**src/rtl/lprs_pkg.sv**
```systemverilog
// Constants, register map and state codes of the low-power and reset status block
// Contract
// (RULE1) Wait/stop instruction enters low power, CPU unclocked
// (RULE2) Entering wait or stop clears interrupt mask
// (RULE3) Wait stops CPU clock, peripherals keep running
// (RULE4) Enabled peripheral interrupt wakes CPU from wait
// (RULE5) Wait wake stacking starts one cycle later
// (RULE6) Reset or emulation break ends wait; sets flag
// (RULE7) Watchdog runs in wait unless disabled
// (RULE8) Stop resets system counter, gates both oscillator clocks
// (RULE9) Stop ends on interrupt, reset, break; delayed stacking
// (RULE10) Recovery 4096 quad clocks, or 32 when short
// (RULE11) Crystal systems should keep short recovery clear
// (RULE12) Reading reset-source status clears its flags
// (RULE13) Power-on sets its flag, clears all others
// (RULE14) Other resets set own flag only
// (RULE15) External pin reset sets pin flag
// (RULE16) Watchdog reset sets watchdog flag
// (RULE17) Illegal opcode reset sets bad-opcode flag
// (RULE18) Bad fetch address reset sets its flag
// (RULE19) Monitor entry reset sets monitor flag
// (RULE20) Low-voltage reset sets low-voltage flag
// (RULE21) In break, flags clearable only when enabled; only the two-step clear is gated, reset-source reads still clear in break
// (RULE22) Two-step clear stays protected through break
// (RULE23) Clearing read returns flags before clear
`default_nettype none

package lprs_pkg;
  localparam int unsigned ADDR_W        = 8;
  localparam int unsigned DATA_W        = 32;
  // Register byte offsets
  localparam logic [7:0]  OFS_RSR       = 8'h00;
  localparam logic [7:0]  OFS_BFC       = 8'h04;
  localparam logic [7:0]  OFS_BSR       = 8'h08;
  localparam logic [7:0]  OFS_CFG       = 8'h0c;
  // Reset-source flag positions
  localparam int unsigned SRC_N         = 7;
  localparam int unsigned BIT_POR       = 0;
  localparam int unsigned BIT_PIN       = 1;
  localparam int unsigned BIT_WDOG      = 2;
  localparam int unsigned BIT_OPC       = 3;
  localparam int unsigned BIT_FETCH     = 4;
  localparam int unsigned BIT_MON       = 5;
  localparam int unsigned BIT_LVR       = 6;
  localparam logic [6:0]  RSR_RESET     = 7'h01;
  // Control and status fields
  localparam int unsigned BFC_CLR_EN    = 0;
  localparam logic        BFC_RESET     = 1'b0;
  localparam int unsigned BSR_BSW       = 0;
  localparam int unsigned CFG_WDOG_DIS  = 0;
  localparam int unsigned CFG_SHORT_REC = 1;
  localparam logic [1:0]  CFG_RESET     = 2'h0;
  // Stop recovery, in quadruple-rate oscillator cycles
  localparam int unsigned RECOV_LONG    = 4096;
  localparam int unsigned RECOV_SHORT   = 32;
  localparam int unsigned REC_W         = 13;

  typedef enum logic [1:0] {
    ST_RUN   = 2'b00,
    ST_WAIT  = 2'b01,
    ST_STOP  = 2'b10,
    ST_RECOV = 2'b11
  } lprs_state_t;
endpackage : lprs_pkg

`default_nettype wire

```
**src/rtl/lprs_rec_if.sv**
```systemverilog
// Handshake between the sequencer and its stop recovery counter
`default_nettype none

interface lprs_rec_if;
  logic start;
  logic short_sel;
  logic tick;
  logic done;
  logic busy;
  modport ctrl (output start, output short_sel, output tick, input done, input busy);
  modport cnt  (input start, input short_sel, input tick, output done, output busy);
endinterface : lprs_rec_if

`default_nettype wire

```
**src/rtl/lprs_recovery.sv**
```systemverilog
// Stop recovery delay counter on quadruple-rate oscillator ticks
`default_nettype none

module lprs_recovery
  import lprs_pkg::*;
#(
  parameter int unsigned LONG_CNT  = RECOV_LONG,
  parameter int unsigned SHORT_CNT = RECOV_SHORT
) (
  input  wire logic pclk,
  input  wire logic presetn,
  input  wire logic clk_en,
  lprs_rec_if.cnt   rec
);
  localparam logic [REC_W-1:0] LAST_L = REC_W'(LONG_CNT - 1);
  localparam logic [REC_W-1:0] LAST_S = REC_W'(SHORT_CNT - 1);

  logic [REC_W-1:0] cnt_q;
  logic [REC_W-1:0] last_q;
  logic             busy_q;
  logic             done_q;

  assign rec.busy = busy_q;
  assign rec.done = done_q;

  // A new start restarts, so a stale count cannot end it early
  always_ff @(posedge pclk or negedge presetn) begin
    if (!presetn) begin
      cnt_q  <= '0;
      last_q <= LAST_L;
      busy_q <= 1'b0;
      done_q <= 1'b0;
    end else if (clk_en) begin
      done_q <= 1'b0;
      if (rec.start) begin
        cnt_q  <= '0;
        last_q <= rec.short_sel ? LAST_S : LAST_L; // RULE10
        busy_q <= 1'b1;
      end else if (busy_q && rec.tick) begin
        if (cnt_q == last_q) begin
          busy_q <= 1'b0;
          done_q <= 1'b1; // RULE10
        end else begin
          cnt_q <= cnt_q + 1'b1;
        end
      end
    end
  end
endmodule : lprs_recovery

`default_nettype wire

```
**src/rtl/lprs_top.sv**
```systemverilog
// Low-power sequencer with reset-source status and break flag control
//
// Register access over APB and the register offsets were left to the implementer.
`default_nettype none

module lprs_top
  import lprs_pkg::*;
#(
  parameter int unsigned IRQ_N     = 8,
  parameter int unsigned LONG_CNT  = RECOV_LONG,
  parameter int unsigned SHORT_CNT = RECOV_SHORT
) (
  input  wire logic              pclk,
  input  wire logic              presetn,
  input  wire logic              clk_en,
  input  wire logic              psel,
  input  wire logic              penable,
  input  wire logic              pwrite,
  input  wire logic [ADDR_W-1:0] paddr,
  input  wire logic [DATA_W-1:0] pwdata,
  output logic      [DATA_W-1:0] prdata,
  output logic                   pready,
  output logic                   pslverr,
  input  wire logic              wait_instr,
  input  wire logic              stop_instr,
  input  wire logic [IRQ_N-1:0]  irq_req,
  input  wire logic [IRQ_N-1:0]  irq_en,
  input  wire logic              brk_req,
  input  wire logic              brk_done,
  input  wire logic              emul_mode,
  input  wire logic              quad_osc_tick,
  input  wire logic [SRC_N-1:0]  rst_src,
  input  wire logic              step1_pulse,
  input  wire logic              step2_pulse,
  output logic                   cpu_clk_en,
  output logic                   per_clk_en,
  output logic                   dbl_osc_clk_en,
  output logic                   quad_osc_clk_en,
  output logic                   imask_clr,
  output logic                   stack_start,
  output logic                   sys_cnt_rst,
  output logic                   watchdog_run,
  output logic                   break_active,
  output logic                   flag_clear_ok,
  output logic                   two_step_clear,
  output logic [1:0]             low_power_state
);
  import lprs_pkg::*;

  // ------------------------------
  // Declarations
  // ------------------------------
  lprs_state_t      state_q;
  lprs_state_t      state_d;
  lprs_rec_if       rec ();

  logic [SRC_N-1:0] src_s1_q;
  logic [SRC_N-1:0] src_s2_q;
  logic [SRC_N-1:0] src_s3_q;
  logic [SRC_N-1:0] src_evt;
  logic             rst_evt;

  logic [SRC_N-1:0] rsr_q;
  logic [SRC_N-1:0] rsr_clr;
  logic             break_clear_enable_q;
  logic             bsw_q;
  logic [1:0]       cfg_q;
  logic             break_q;
  logic             armed_q;

  logic [DATA_W-1:0] prdata_q;
  logic              pready_q;
  logic              pslverr_q;
  logic              apb_acc;
  logic              apb_cap;
  logic              apb_done;
  logic              apb_wr;
  logic [DATA_W-1:0] rd_data;
  logic              rd_hit;

  logic irq_hit;
  logic brk_take;
  logic clear_ok;
  logic enter_lp;
  logic enter_stop;
  logic wake_wait;
  logic wake_stop;
  logic brk_exit;
  logic rec_fin;
  logic wake_pend_q;
  logic rec_start_q;

  logic cpu_clk_en_q;
  logic per_clk_en_q;
  logic osc_en_q;
  logic imask_clr_q;
  logic stack_start_q;
  logic sys_cnt_rst_q;
  logic watchdog_run_q;
  logic flag_clear_ok_q;
  logic two_step_clear_q;

  // ------------------------------
  // Helpers
  // ------------------------------
  function automatic logic addr_is(input logic [ADDR_W-1:0] a, input logic [7:0] ofs);
    addr_is = (a == ofs);
  endfunction : addr_is

  function automatic logic [DATA_W-1:0] pad_low(input logic [7:0] v);
    pad_low = {{(DATA_W-8){1'b0}}, v};
  endfunction : pad_low

  // ------------------------------
  // Reset-source pins
  // ------------------------------
  // Sources come from pads and analog detectors, so they are synchronised
  always_ff @(posedge pclk or negedge presetn) begin
    if (!presetn) begin
      src_s1_q <= '0;
      src_s2_q <= '0;
      src_s3_q <= '0;
    end else if (clk_en) begin
      src_s1_q <= rst_src;
      src_s2_q <= src_s1_q;
      src_s3_q <= src_s2_q;
    end
  end

  assign src_evt = src_s2_q & ~src_s3_q;
  assign rst_evt = |src_evt;

  // ------------------------------
  // Reset-source status flags
  // ------------------------------
  // Only the bits that the read returned are cleared, so a source that
  // fires during the access survives into the next read
  assign rsr_clr = (apb_done && !pwrite && addr_is(paddr, OFS_RSR)) ?
                   prdata_q[SRC_N-1:0] : '0; // RULE12 RULE23

  always_ff @(posedge pclk or negedge presetn) begin
    if (!presetn) begin
      rsr_q <= RSR_RESET; // RULE13
    end else if (clk_en) begin
      if (src_evt[BIT_POR]) begin
        rsr_q <= src_evt; // RULE13
      end else begin
        // Set wins over the clearing read
        rsr_q <= (rsr_q & ~rsr_clr) | src_evt; // RULE14 RULE15 RULE16 RULE17 RULE18 RULE19 RULE20
      end
    end
  end

  // ------------------------------
  // Software control registers
  // ------------------------------
  assign apb_wr = apb_done && pwrite;

  always_ff @(posedge pclk or negedge presetn) begin
    if (!presetn) begin
      break_clear_enable_q <= BFC_RESET;
    end else if (clk_en && apb_wr && addr_is(paddr, OFS_BFC)) begin
      break_clear_enable_q <= pwdata[BFC_CLR_EN]; // RULE21
    end
  end

  always_ff @(posedge pclk or negedge presetn) begin
    if (!presetn) begin
      cfg_q <= CFG_RESET;
    end else if (clk_en && apb_wr && addr_is(paddr, OFS_CFG)) begin
      cfg_q <= pwdata[1:0];
    end
  end

  // Break-during-low-power flag: write one to clear, a new break wins
  always_ff @(posedge pclk or negedge presetn) begin
    if (!presetn) begin
      bsw_q <= 1'b0;
    end else if (clk_en) begin
      if (brk_exit) begin
        bsw_q <= 1'b1; // RULE6
      end else if (apb_wr && addr_is(paddr, OFS_BSR) && pwdata[BSR_BSW]) begin
        bsw_q <= 1'b0;
      end
    end
  end

  // ------------------------------
  // APB slave
  // ------------------------------
  // One wait state: data is captured in the first access cycle
  assign apb_acc  = psel && penable;
  assign apb_cap  = apb_acc && !pready_q;
  assign apb_done = apb_acc && pready_q;

  always_comb begin
    rd_data = '0;
    rd_hit  = 1'b1;
    if (addr_is(paddr, OFS_RSR)) begin
      rd_data = pad_low({1'b0, rsr_q}); // RULE23
    end else if (addr_is(paddr, OFS_BFC)) begin
      rd_data = pad_low({7'h00, break_clear_enable_q});
    end else if (addr_is(paddr, OFS_BSR)) begin
      rd_data = pad_low({7'h00, bsw_q});
    end else if (addr_is(paddr, OFS_CFG)) begin
      rd_data = pad_low({6'h00, cfg_q});
    end else begin
      rd_hit = 1'b0;
    end
  end

  always_ff @(posedge pclk or negedge presetn) begin
    if (!presetn) begin
      pready_q  <= 1'b0;
      pslverr_q <= 1'b0;
      prdata_q  <= '0;
    end else if (clk_en) begin
      pready_q  <= apb_cap;
      pslverr_q <= apb_cap && !rd_hit;
      if (apb_cap) begin
        prdata_q <= pwrite ? '0 : rd_data;
      end
    end
  end

  // ------------------------------
  // Break tracking and flag protection
  // ------------------------------
  // Outside emulation a break cannot pull the core out of wait
  assign brk_take = brk_req && (state_q != ST_WAIT || emul_mode); // RULE6
  assign clear_ok = !break_q || break_clear_enable_q; // RULE21

  always_ff @(posedge pclk or negedge presetn) begin
    if (!presetn) begin
      break_q <= 1'b0;
    end else if (clk_en) begin
      if (brk_take) begin
        break_q <= 1'b1;
      end else if (brk_done) begin
        break_q <= 1'b0;
      end
    end
  end

  // The first step is remembered across break; only the second is gated
  always_ff @(posedge pclk or negedge presetn) begin
    if (!presetn) begin
      armed_q <= 1'b0;
    end else if (clk_en) begin
      if (step1_pulse) begin
        armed_q <= 1'b1; // RULE22
      end else if (step2_pulse && clear_ok) begin
        armed_q <= 1'b0; // RULE22
      end
    end
  end

  // ------------------------------
  // Low-power state machine
  // ------------------------------
  assign irq_hit = |(irq_req & irq_en); // RULE4 RULE9

  always_comb begin
    state_d    = state_q;
    enter_lp   = 1'b0;
    enter_stop = 1'b0;
    wake_wait  = 1'b0;
    wake_stop  = 1'b0;
    brk_exit   = 1'b0;
    rec_fin    = 1'b0;
    case (state_q)
      ST_RUN: begin
        if (stop_instr) begin
          state_d    = ST_STOP; // RULE1
          enter_lp   = 1'b1;
          enter_stop = 1'b1;
        end else if (wait_instr) begin
          state_d  = ST_WAIT; // RULE1
          enter_lp = 1'b1;
        end
      end
      ST_WAIT: begin
        if (rst_evt) begin
          state_d = ST_RUN; // RULE6
        end else if (brk_take) begin
          state_d  = ST_RUN; // RULE6
          brk_exit = 1'b1;
        end else if (irq_hit) begin
          state_d   = ST_RUN; // RULE4
          wake_wait = 1'b1;
        end
      end
      ST_STOP: begin
        if (rst_evt) begin
          state_d = ST_RUN; // RULE9
        end else if (brk_take) begin
          state_d  = ST_RUN; // RULE9
          brk_exit = 1'b1;
        end else if (irq_hit) begin
          state_d   = ST_RECOV; // RULE9
          wake_stop = 1'b1;
        end
      end
      ST_RECOV: begin
        if (rst_evt) begin
          state_d = ST_RUN;
        end else if (brk_take) begin
          state_d = ST_RUN;
        end else if (rec.done) begin
          state_d = ST_RUN; // RULE9
          rec_fin = 1'b1;
        end
      end
      default: begin
        state_d = ST_RUN;
      end
    endcase
  end

  always_ff @(posedge pclk or negedge presetn) begin
    if (!presetn) begin
      state_q <= ST_RUN;
    end else if (clk_en) begin
      state_q <= state_d;
    end
  end

  // ------------------------------
  // Stop recovery counter
  // ------------------------------
  // Crystal systems are expected to leave the short setting clear
  assign rec.start     = rec_start_q;
  assign rec.short_sel = cfg_q[CFG_SHORT_REC]; // RULE10 RULE11
  assign rec.tick      = quad_osc_tick;

  lprs_recovery #(
    .LONG_CNT  (LONG_CNT),
    .SHORT_CNT (SHORT_CNT)
  ) u_recovery (
    .pclk    (pclk),
    .presetn (presetn),
    .clk_en  (clk_en),
    .rec     (rec.cnt)
  );

  always_ff @(posedge pclk or negedge presetn) begin
    if (!presetn) begin
      rec_start_q <= 1'b0;
    end else if (clk_en) begin
      rec_start_q <= wake_stop; // RULE9
    end
  end

  // ------------------------------
  // Stacking request
  // ------------------------------
  always_ff @(posedge pclk or negedge presetn) begin
    if (!presetn) begin
      wake_pend_q   <= 1'b0;
      stack_start_q <= 1'b0;
    end else if (clk_en) begin
      wake_pend_q   <= wake_wait;
      stack_start_q <= wake_pend_q || rec_fin; // RULE5 RULE9
    end
  end

  // ------------------------------
  // Clock gating and side outputs
  // ------------------------------
  always_ff @(posedge pclk or negedge presetn) begin
    if (!presetn) begin
      cpu_clk_en_q     <= 1'b1;
      per_clk_en_q     <= 1'b1;
      osc_en_q         <= 1'b1;
      imask_clr_q      <= 1'b0;
      sys_cnt_rst_q    <= 1'b0;
      watchdog_run_q   <= 1'b0;
      flag_clear_ok_q  <= 1'b1;
      two_step_clear_q <= 1'b0;
    end else if (clk_en) begin
      cpu_clk_en_q     <= (state_d == ST_RUN); // RULE1 RULE3
      per_clk_en_q     <= (state_d == ST_RUN) || (state_d == ST_WAIT); // RULE3
      osc_en_q         <= (state_d == ST_RUN) || (state_d == ST_WAIT); // RULE8
      imask_clr_q      <= enter_lp; // RULE2
      sys_cnt_rst_q    <= enter_stop; // RULE8
      watchdog_run_q   <= !cfg_q[CFG_WDOG_DIS] &&
                          ((state_d == ST_RUN) || (state_d == ST_WAIT)); // RULE7
      flag_clear_ok_q  <= clear_ok; // RULE21
      two_step_clear_q <= step2_pulse && armed_q && clear_ok; // RULE22
    end
  end

  assign prdata          = prdata_q;
  assign pready          = pready_q;
  assign pslverr         = pslverr_q;
  assign cpu_clk_en      = cpu_clk_en_q;
  assign per_clk_en      = per_clk_en_q;
  assign dbl_osc_clk_en  = osc_en_q;
  assign quad_osc_clk_en = osc_en_q;
  assign imask_clr       = imask_clr_q;
  assign stack_start     = stack_start_q;
  assign sys_cnt_rst     = sys_cnt_rst_q;
  assign watchdog_run    = watchdog_run_q;
  assign break_active    = break_q;
  assign flag_clear_ok   = flag_clear_ok_q;
  assign two_step_clear  = two_step_clear_q;
  assign low_power_state = state_q;
endmodule : lprs_top

`default_nettype wire

```
**config.mk**
```make
export PLATFORM = sky130hd
export DESIGN_NAME = lprs_top
export DESIGN_NICKNAME = d
export VERILOG_FILES = /design/src/rtl/lprs_pkg.sv /design/src/rtl/lprs_rec_if.sv /design/src/rtl/lprs_recovery.sv /design/src/rtl/lprs_top.sv
export SDC_FILE = /design/constraint.sdc
export NUM_CORES = 1
export LEC_CHECK = 0
export BUFFER_PORTS_ARGS = -buffer_cell sky130_fd_sc_hd__buf_2
export CORE_MARGIN = 10
export CORE_UTILIZATION = 45
export DETAILED_ROUTE_END_ITERATION = 12
export PLACE_DENSITY = 0.8
export REMOVE_ABC_BUFFERS = 1
export SETUP_SLACK_MARGIN = 0.05
export SLEW_MARGIN = 20
export SYNTH_ARGS = -nofsm -noshare
export SYNTH_HDL_FRONTEND = slang
export SYNTH_SLANG_ARGS = --single-unit
```
**constraint.sdc**
```tcl
create_clock -name pclk -period 2 [get_ports pclk]
set_input_delay 0.3 -clock pclk [delete_from_list [all_inputs] [get_ports pclk]]
set_output_delay 0.3 -clock pclk [all_outputs]
set_load 0.005 [all_outputs]
```
; ---- Yosys cells after proc, flatten, opt, wreduce, memory -nomap -nowiden
; Index checks and enable logic that the tools add are counted.
[op_classes]
addsub = 1
eq_ne = 10
muxes = 56
n_bitwise = 6
reduce_logical = 45
[op_table]
columns = op, n
row1 = 2-to-1 mux 13 bit, 3
row2 = 2-to-1 mux 1 bit, 33
row3 = 2-to-1 mux 32 bit, 1
row4 = 2-to-1 mux 2 bit, 14
row5 = 2-to-1 mux 7 bit, 3
row6 = logical AND 1 bit, 18
row7 = "equality test 8 x 4 -> 1 bit, second input constant", 2
row8 = bitwise AND 7 bit, 2
row9 = NOT 7 bit, 2
row10 = "adder 13 x 1 -> 13 bit, second input constant", 1
row11 = equality test 13 bit, 1
row12 = 2-to-1 mux 12 bit, 1
row13 = AND reduction 2 bit, 5
row14 = nonzero test 2 bit, 5
row15 = bitwise AND 8 bit, 1
row16 = "equality test 8 x 3 -> 1 bit, second input constant", 1
row17 = zero test 8 bit, 1
row18 = case mux 2 bit (4 select lines), 1
row19 = OR reduction 8 bit, 1
row20 = OR 7 bit, 1
row21 = OR reduction 7 bit, 1
row22 = AND reduction 3 bit, 2
row23 = zero test 1 bit, 5
row24 = "equality test 2 x 1 -> 1 bit, second input constant", 2
row25 = other kinds (6), 11
[totals]
regBits = 108
input_bits = 77
word_cells = 145

; ---- Logic depth before layout (Yosys ltp)
; Gate-level depths: netlist of run 1.
[logic_depth]
word_depth = 9
mapped_depth = 8

; ---- Modules after synthesis
; From an unflattened synthesis of run 1, not the netlist that was laid out.
[hier_totals]
cells_unflattened = 349
area_unflattened_um2 = 3693.5
[by_module_without_submodules]
columns = module, n_inst, cells_each, area_per_inst_um2, seq_area_each_um2
row1 = lprs_top, 1, 234, 2695.1, 1381.3
row2 = lprs_recovery, 1, 115, 998.5, 401.6

; ---- Worst setup path before layout of run 1
; OpenSTA, ideal clock, no wires.
[synth_path]
kind = in2reg
start = input port clk_en
end = register src_s1_q[2]
t_arrival_ns = 1.524
required_ns = 1.875
setup_slack_ns = 0.351
stages = 4
path_cell_list = clkbuf_1 clkbuf_1 clkbuf_1 mux2_2
[synth_rtl]
columns = element, line
row1 = "start, declared", lprs_top.sv:15  ; input wire logic clk_en,
row2 = "end signal, assigned", lprs_top.sv:124  ; src_s1_q <= rst_src;
row3 = "end, declared", lprs_top.sv:57  ; logic [SRC_N-1:0] src_s1_q;
; No word-level cell between the ends.

==> results.md, run 1 <==
* Core ar. at 7767 um^2
* Seq cells post-synth at 71
* Share of cells above drive strength 1 at 0.3670
* CTS buffer count at 9
* Seq pwr share at 0.459
* Worst min path class: in -> reg
* Final-report setup violation count at 0
* RSZ-0062 raised after global routing: yes
* Internal at about 2.9 mW
* # diodes at 0
* Clock Path Buffers at 2
* Period utilisation layout at 0.9881
* Vias/cell at 5.401
* CP Class: reg -> reg
* Net Sw Frac at 0.3092
* Layout area overhead at 22.98%
* CTS Sinks at 71
* Overall Global Routing Usage at 0.1399
* Initial antenna violation count at 0
* Syn Area/Cell at ~11 um^2
* Root Buffer: clkbuf_8
* Die area at 11960 um^2
* Adder-cell share of the synthesized area at 0.01741
* Top cell type by total area after synthesis: dfrtp_1
* Post-Synth XOR/XNOR Area at 0.004875
* Largest net degree at the start of global routing at 45
* Simple-Gate Fraction of Synth Area at 0.1577
* Placed cell area at 4055 um^2
* Most frequent cells in the layout: buf_2 (68), dfrtp_1 (66), nand2_1 (27)
* Worst-path clk slew at 0.08 ns
* Post-synthesis mux area share at 0.08426
* # rows at 32
* Slew headroom at 0.6687
* Crit Path Max Fanout at 8
* IO buf count at 68
* First-pass GRT wire length at 13.52 mm
* Initial Utilization at 0.4626
* Final hold violations at 0
* DRC errors left at 0
* Vias in the first global route at 2878
* Drt initial violations at 253
* Final net count at 514
* Final Max Slew Viols at 0
* Syn Inst Count at 340
* DRT Pass-1 Iters at 4
* Final core utilization at 0.5689
* Main combinational cell family by area after synthesis: simple AND/OR/NAND/NOR gates
* Status: finished, final reports clean
* Compound-Gate Fraction of Synth Area at 0.1508
* Unique masters post-synth at 54
* Reg2reg setup slack at 0.02 ns
* Minimum clock period at 1.976 ns
* Die Height at 109.4 um
* Worst Tran Pin Value at 0.4951 ns
* EDFF count, synth at 0
* Post-Route WL at 8.495 mm
* Yosys Warn Count at 0
* Commonest non-fill, non-tap cell in the layout: buf_2
* CTS tree: done
* Setup Skew at 0.01178 ns
* Ports at 124
* Fmax at 506.0 MHz
* Dpl cells at 514
* Maximum vdd drop at 0.3764 mV
* PwrDens at 936.1 nW/um^2
* Chip width at 109.4 um
* Total vias in the final route at a little under 3000
* CP required at 2.24 ns
* Post-Syn Area at about 3600 um^2
* Detail Route Antenna Nets at 0
* Lkg Pwr at ~2.1 nW
* Clock power share at 0.274
* Placer congestion estimate at 0.8393
* CP Data Arrival Time at 2.21 ns
* Post-DP HPWL at 6.269 mm
* Ranking of synthesized cells by area: dfrtp_1 (46%), mux2_2 (7.5%), buf_4 (5.6%)
* Non-Filler Instances at 538
* MaxCap Viol Count at 0
* Combinational share of power at 0.267
* Switching Power at about 1.3 mW
* Clk_lat worst skew at around 0.35 ns
* CP Capture Type: register
* Detail-routed net length per standard cell at between 15 and 20 um
* Yosys top cell area share at 0.4596
* Worst setup SP type: register
* Post-synth ARST share at 1.000
* GRT Residual Overflow at 0
* Sequential-to-total area share from yosys stat at 0.4962
* Fin area at around 4400 um^2
* Prevailing post-synth register cell: dfrtp_1
* H-tree depth at 3
[synthesized netlist by cell type, types with 3 or more instances]
cell       count
ha_1           5
nand2_1       27
o2bb2ai_1      3
o21ai_1        4
nand3_1       14
inv_1         15
nor2b_1        8
nor2_1        13
nand4_1       10
nor3_1         6
o21ai_0       13
nand2b_1       3
clkbuf_1      11
a22oi_1        5
dfrtp_1       66
dfstp_2        5
or4_1          5
buf_4         27
a32o_1         6
o21a_1         3
mux2_2        24
or3_1          8
a21oi_1        8
o31ai_1        3
o211ai_1       6
a22o_1         8
[power groups by stage]
stage,clock network [mW],logic (mW),registers (mW)
after floorplan,0,0.608,1.89
after global placement,0,0.995,1.89
after detailed placement,0,1.02,1.91
after CTS,1.15,1.05,1.88
after global routing,1.21,1.24,1.93
final,1.13,1.11,1.90
[worst max-delay path: stages (launching register included)]
cell,delay [ns]
dfrtp_1,0.38
or4_4,0.55
a2111o_1,0.45
nor2_4,0.16
buf_6,0.16
or3_1,0.11
a21oi_1,0.06
[layer usage]
| metal | wire length, um | GRT usage | vias to the layer above |
|---|---|---|---|
| met4 | 114 | 0.07342 | 0 |
| met5 | 0 | 0 | - |
| met3 | 862 | 0.03862 | 12 |
| li1 | - | - | 1382 |
| met2 | 4092 | 0.2279 | 108 |
| met1 | 3425 | 0.1655 | 1404 |
[metrics by stage]
stage | power, mW | hold slack, ns | setup slack, ns | TNS (ns)
2_1_floorplan | 2.498 | 0.004409 | 0.03482 | 0
3_3_place_gp | 2.884 | 0.1611 | -0.02766 | -0.06135
3_5_place_dp | 2.936 | 0.1661 | -0.09071 | -0.3137
4_1_cts | 4.083 | 0.1712 | 0.02763 | 0
5_1_grt | 4.381 | 0.1757 | -0.08951 | -0.2518
6_report | 4.137 | 0.1787 | 0.02379 | 0
[repair_timing]
item	in CTS	in global routing
buffers inserted	3	5
gates resized for setup	4	23
setup endpoints to repair	16	14
hold buffers	1	0
hold endpoints to repair	4	0
pin swaps	3	16
[flip-flops by register name, indices dropped and copies added (netlist names), 2 cells and up]
signal,flops
u_recovery.cnt_q,13
prdata,7
rsr_q,7
src_s1_q,7
src_s2_q,7
src_s3_q,7
cfg_q,2
low_power_state,2
[cells by family (layout without fill, tap and decap cells)]
kind of cell / count (synthesis) / count (layout)
muxes: 26 / 26
other: 1 / 25
DFF: 71 / 71
adders and majority gates: 5 / 5
xor gates and xnor gates: 2 / 2
buffers and inverters: 55 / 127
and+or+nand+nor: 106 / 106
AOI/OAI and AO/OA: 74 / 74
[final cells by class]
cell class,count,area (um^2)
Clock buffer,12,145.1
Timing Repair Buffer,97,584.3
Fill cell,650,3348
Tap cell,102,127.6
Inverter,15,56.30
Sequential cell,71,1783
Multi-Input combinational cell,238,1679
Clock inverter,3,43.79
[path summary, 6_finish.rpt]
| check | from | endpoint | cells after the start |
|---|---|---|---|
| worst max-delay path | u_recovery.cnt_q[7] | u_recovery.cnt_q[5] | 6 |
| worst min-delay path | rst_src[2] | src_s1_q[2] | 2 |
| worst max register to register | u_recovery.cnt_q[7] | u_recovery.cnt_q[5] | 6 |
| worst min register to register | cfg_q[1] | u_recovery.last_q[10] | 1 |
| max in group asynchronous | presetn | rsr_q[0] | 3 |
| min in group asynchronous | presetn | low_power_state[1] | 2 |
Power figures use the tool's default switching activity.
==> inputs of run 2 (changes only) <==
- BUFFER_PORTS_ARGS: -buffer_cell sky130_fd_sc_hd__buf_2 -> -buffer_cell sky130_fd_sc_hd__buf_4
==> results.md, run 2 (synthesized netlist as in run 1, its figures left out) <==
* Status: complete, but fails checks (was finished, final reports clean)
* Failing checks: setup timing
* Lkg Pwr at 2.085 nW (was 2.059 nW)
* Final-report setup violation count at 5 (was 0)
* CTS Sinks at 71 (unchanged)
* Final setup TNS at -0.02988 ns (was 0 ns)
* Core ar. at 7767 um^2 (unchanged)
* Internal at 2.932 mW (was 2.858 mW)
* Layout area overhead at 26.04% (was 22.98%)
* Drt initial violations at 229 (was 253)
* Initial Utilization at 0.4626 (unchanged)
* Maximum vdd drop at 0.3570 mV (was 0.3764 mV)
* Largest register FFs at 13 (unchanged)
* Net Sw Frac at 0.3112 (was 0.3092)
* Ports at 124 (unchanged)
* CP Data Arrival Time at 2.23 ns (was 2.21 ns)
* Total vias in the final route at 2925 (was 2906)
* Hold Crit Start: rst_src[3] (was rst_src[2])
* # rows at 32 (unchanged)
* Routing usage on met3 at 0.04974 (was 0.03862)
* Hold depth at 2 (unchanged)
* Final Max Slew Viols at 0 (unchanged)
* Seq pwr share at 0.445 (was 0.459)
* Met2 usage at 0.2372 (was 0.2279)
* DRT Pass-1 Iters at 5 (was 4)
* CP bufs+invs at 0 (was 1)
* Overall Global Routing Usage at 0.1429 (was 0.1399)
* Reg2reg setup slack at -0.01 ns (was 0.02 ns)
* CP Capture Type: register (unchanged)
* PwrDens at 939.8 nW/um^2 (was 936.1 nW/um^2)
* Share of cells above drive strength 1 at 0.3555 (was 0.3670)
* Setup Skew at 0.01076 ns (was 0.01178 ns)
* Crit-path leading delay family: compound AO/OA/AOI/OAI gates (was simple AND/OR/NAND/NOR gates)
* MaxCap Viol Count at 0 (unchanged)
* Final core utilization at 0.5831 (was 0.5689)
* CP Launch Point: u_recovery.cnt_q[7] (unchanged)
* First-pass GRT wire length at 13.63 mm (was 13.52 mm)
* RSZ-0062 raised after global routing: yes (unchanged)
* Crit Path Max Fanout at 3 (was 8)
* Combinational share of power at 0.276 (was 0.267)
* CP required at 2.22 ns (was 2.24 ns)
* Clock Path Buffers at 2 (unchanged)
* Most Crowded Layer GR: met2 (unchanged)
* Worst-path clk slew at 0.08 ns (about the same)
* Commonest non-fill, non-tap cell in the layout: buf_4 (was buf_2)
* Final net count at 513 (was 514)
* Initial antenna violation count at 0 (unchanged)
* Critical-path cell list: or4_4 -> a2111o_1 -> o211ai_1 -> xor2_1 -> nor2_1 (was or4_4 -> a2111o_1 -> nor2_4 -> buf_6 -> or3_1 -> a21oi_1)
* GRT Residual Overflow at 0 (unchanged)
* Die area at 11960 um^2 (unchanged)
* Period utilisation layout at 1.007 (was 0.9881)
* Worst setup SP type: register (unchanged)
* Crit path setup slack, layout at -0.01408 ns (was 0.02379 ns)
* Vias in the first global route at 2864 (was 2878)
* Hold path endpoint: src_s1_q[3] (was src_s1_q[2])
* Biggest register: u_recovery.cnt_q (unchanged)
* Worst R2R Path Depth at 5 (was 6)
* Root Buffer: clkbuf_8 (unchanged)
* CTS buffer count at 9 (unchanged)
* Largest net degree at the start of global routing at 40 (was 45)
* Slowest CP cell: or4_4 (unchanged)
* Clk_lat worst skew at 0.35 ns (about the same)
* IO buf count at 68 (unchanged)
* Chip width at 109.4 um (unchanged)
* Die Height at 109.4 um (unchanged)
* CTS tree: done (unchanged)
* Grt met1 use at 0.1682 (was 0.1655)
* Placer congestion estimate at 0.8333 (was 0.8393)
* Post-Route WL at 8.662 mm (was 8.495 mm)
* Switching Power at 1.325 mW (was 1.279 mW)
* Most frequent cells in the layout: buf_4 (93), dfrtp_1 (66), nand2_1 (27) (was buf_2 (68), dfrtp_1 (66), nand2_1 (27))
* H-tree depth at 3 (unchanged)
* CP Class: reg -> reg (unchanged)
* Fmax at 496.5 MHz (was 506.0 MHz)
* Worst min path class: in -> reg (unchanged)
* Final Power at 4.256 mW (was 4.137 mW)
* Vias/cell at 5.437 (was 5.401)
* Clock power share at 0.278 (was 0.274)
* Detail-routed net length per standard cell at 16.10 um (was 15.79 um)
* Slowest stage delay, CP at 0.55 ns (about the same)
* Minimum clock period at 2.014 ns (was 1.976 ns)
* Crit Reg-Reg Startpoint: u_recovery.cnt_q[7] (unchanged)
* Post-DP HPWL at 6.411 mm (was 6.269 mm)
* Detail Route Antenna Nets at 0 (unchanged)
* R2R Path End: u_recovery.cnt_q[2] (was u_recovery.cnt_q[5])
* Final hold violations at 0 (unchanged)
* DRC errors left at 0 (unchanged)
* # diodes at 0 (unchanged)
## run 2: metrics by stage
| step | setup WS [ns] | instance area (um^2) | hold slack [ns] | cells |
|---|---|---|---|---|
| finish | -0.01408 | 4529 | 0.1875 | 538 |
| global route | -0.07350 | 4529 | 0.1694 | 538 |
| CTS | 0.02880 | 4496 | 0.1728 | 536 |
| detailed placement | -0.08366 | 4213 | 0.3007 | 514 |
| global placement | -0.04540 | 4213 | 0.2996 | 514 |
| floorplan | 0.03482 | 3425 | 0.004409 | 324 |
## run 2: metal layers
metal | up-vias | wire length [um]
met1 | 1441 | 3535
met2 | 99 | 4219
li1 | 1376 | -
met4 | 0 | 87
met5 | - | 0
met3 | 9 | 820
## run 2: power by group through the flow
stage / sequential [mW] / combinational (mW) / clock, mW
floorplan: 1.89 / 0.608 / 0
global placement: 1.90 / 1.07 / 0
detailed placement: 1.92 / 1.11 / 0
CTS: 1.89 / 1.15 / 1.21
global route: 1.93 / 1.31 / 1.27
finish: 1.89 / 1.18 / 1.19
## run 2: timing repair
action                                  4_1_cts  5_1_grt
hold buffers                                  1        0
setup buffers                                 5        2
hold endpoints to repair                     34        0
pin swaps                                    14       19
gates resized for setup                       7        7
endpoints found under the setup margin       17       17
## run 2: layout make-up
cell class	instances	area, um^2
inverters	15	56.30
clock buffers	10	137.6
fillers	642	3238
clock inverters	6	66.31
well taps	102	127.6
repair buffers	96	730.7
flip-flops and latches	71	1783
multi-input cells	238	1628
## run 2: worst max-delay path by stage
stage / endpoint / cells after the start
3_5_place_dp: cpu_clk_en / 5
2_1_floorplan: u_recovery.cnt_q[8] / 5
6_report: u_recovery.cnt_q[2] / 5
5_1_grt: u_recovery.cnt_q[4] / 6
4_1_cts: u_recovery.cnt_q[2] / 5
3_3_place_gp: cpu_clk_en / 5
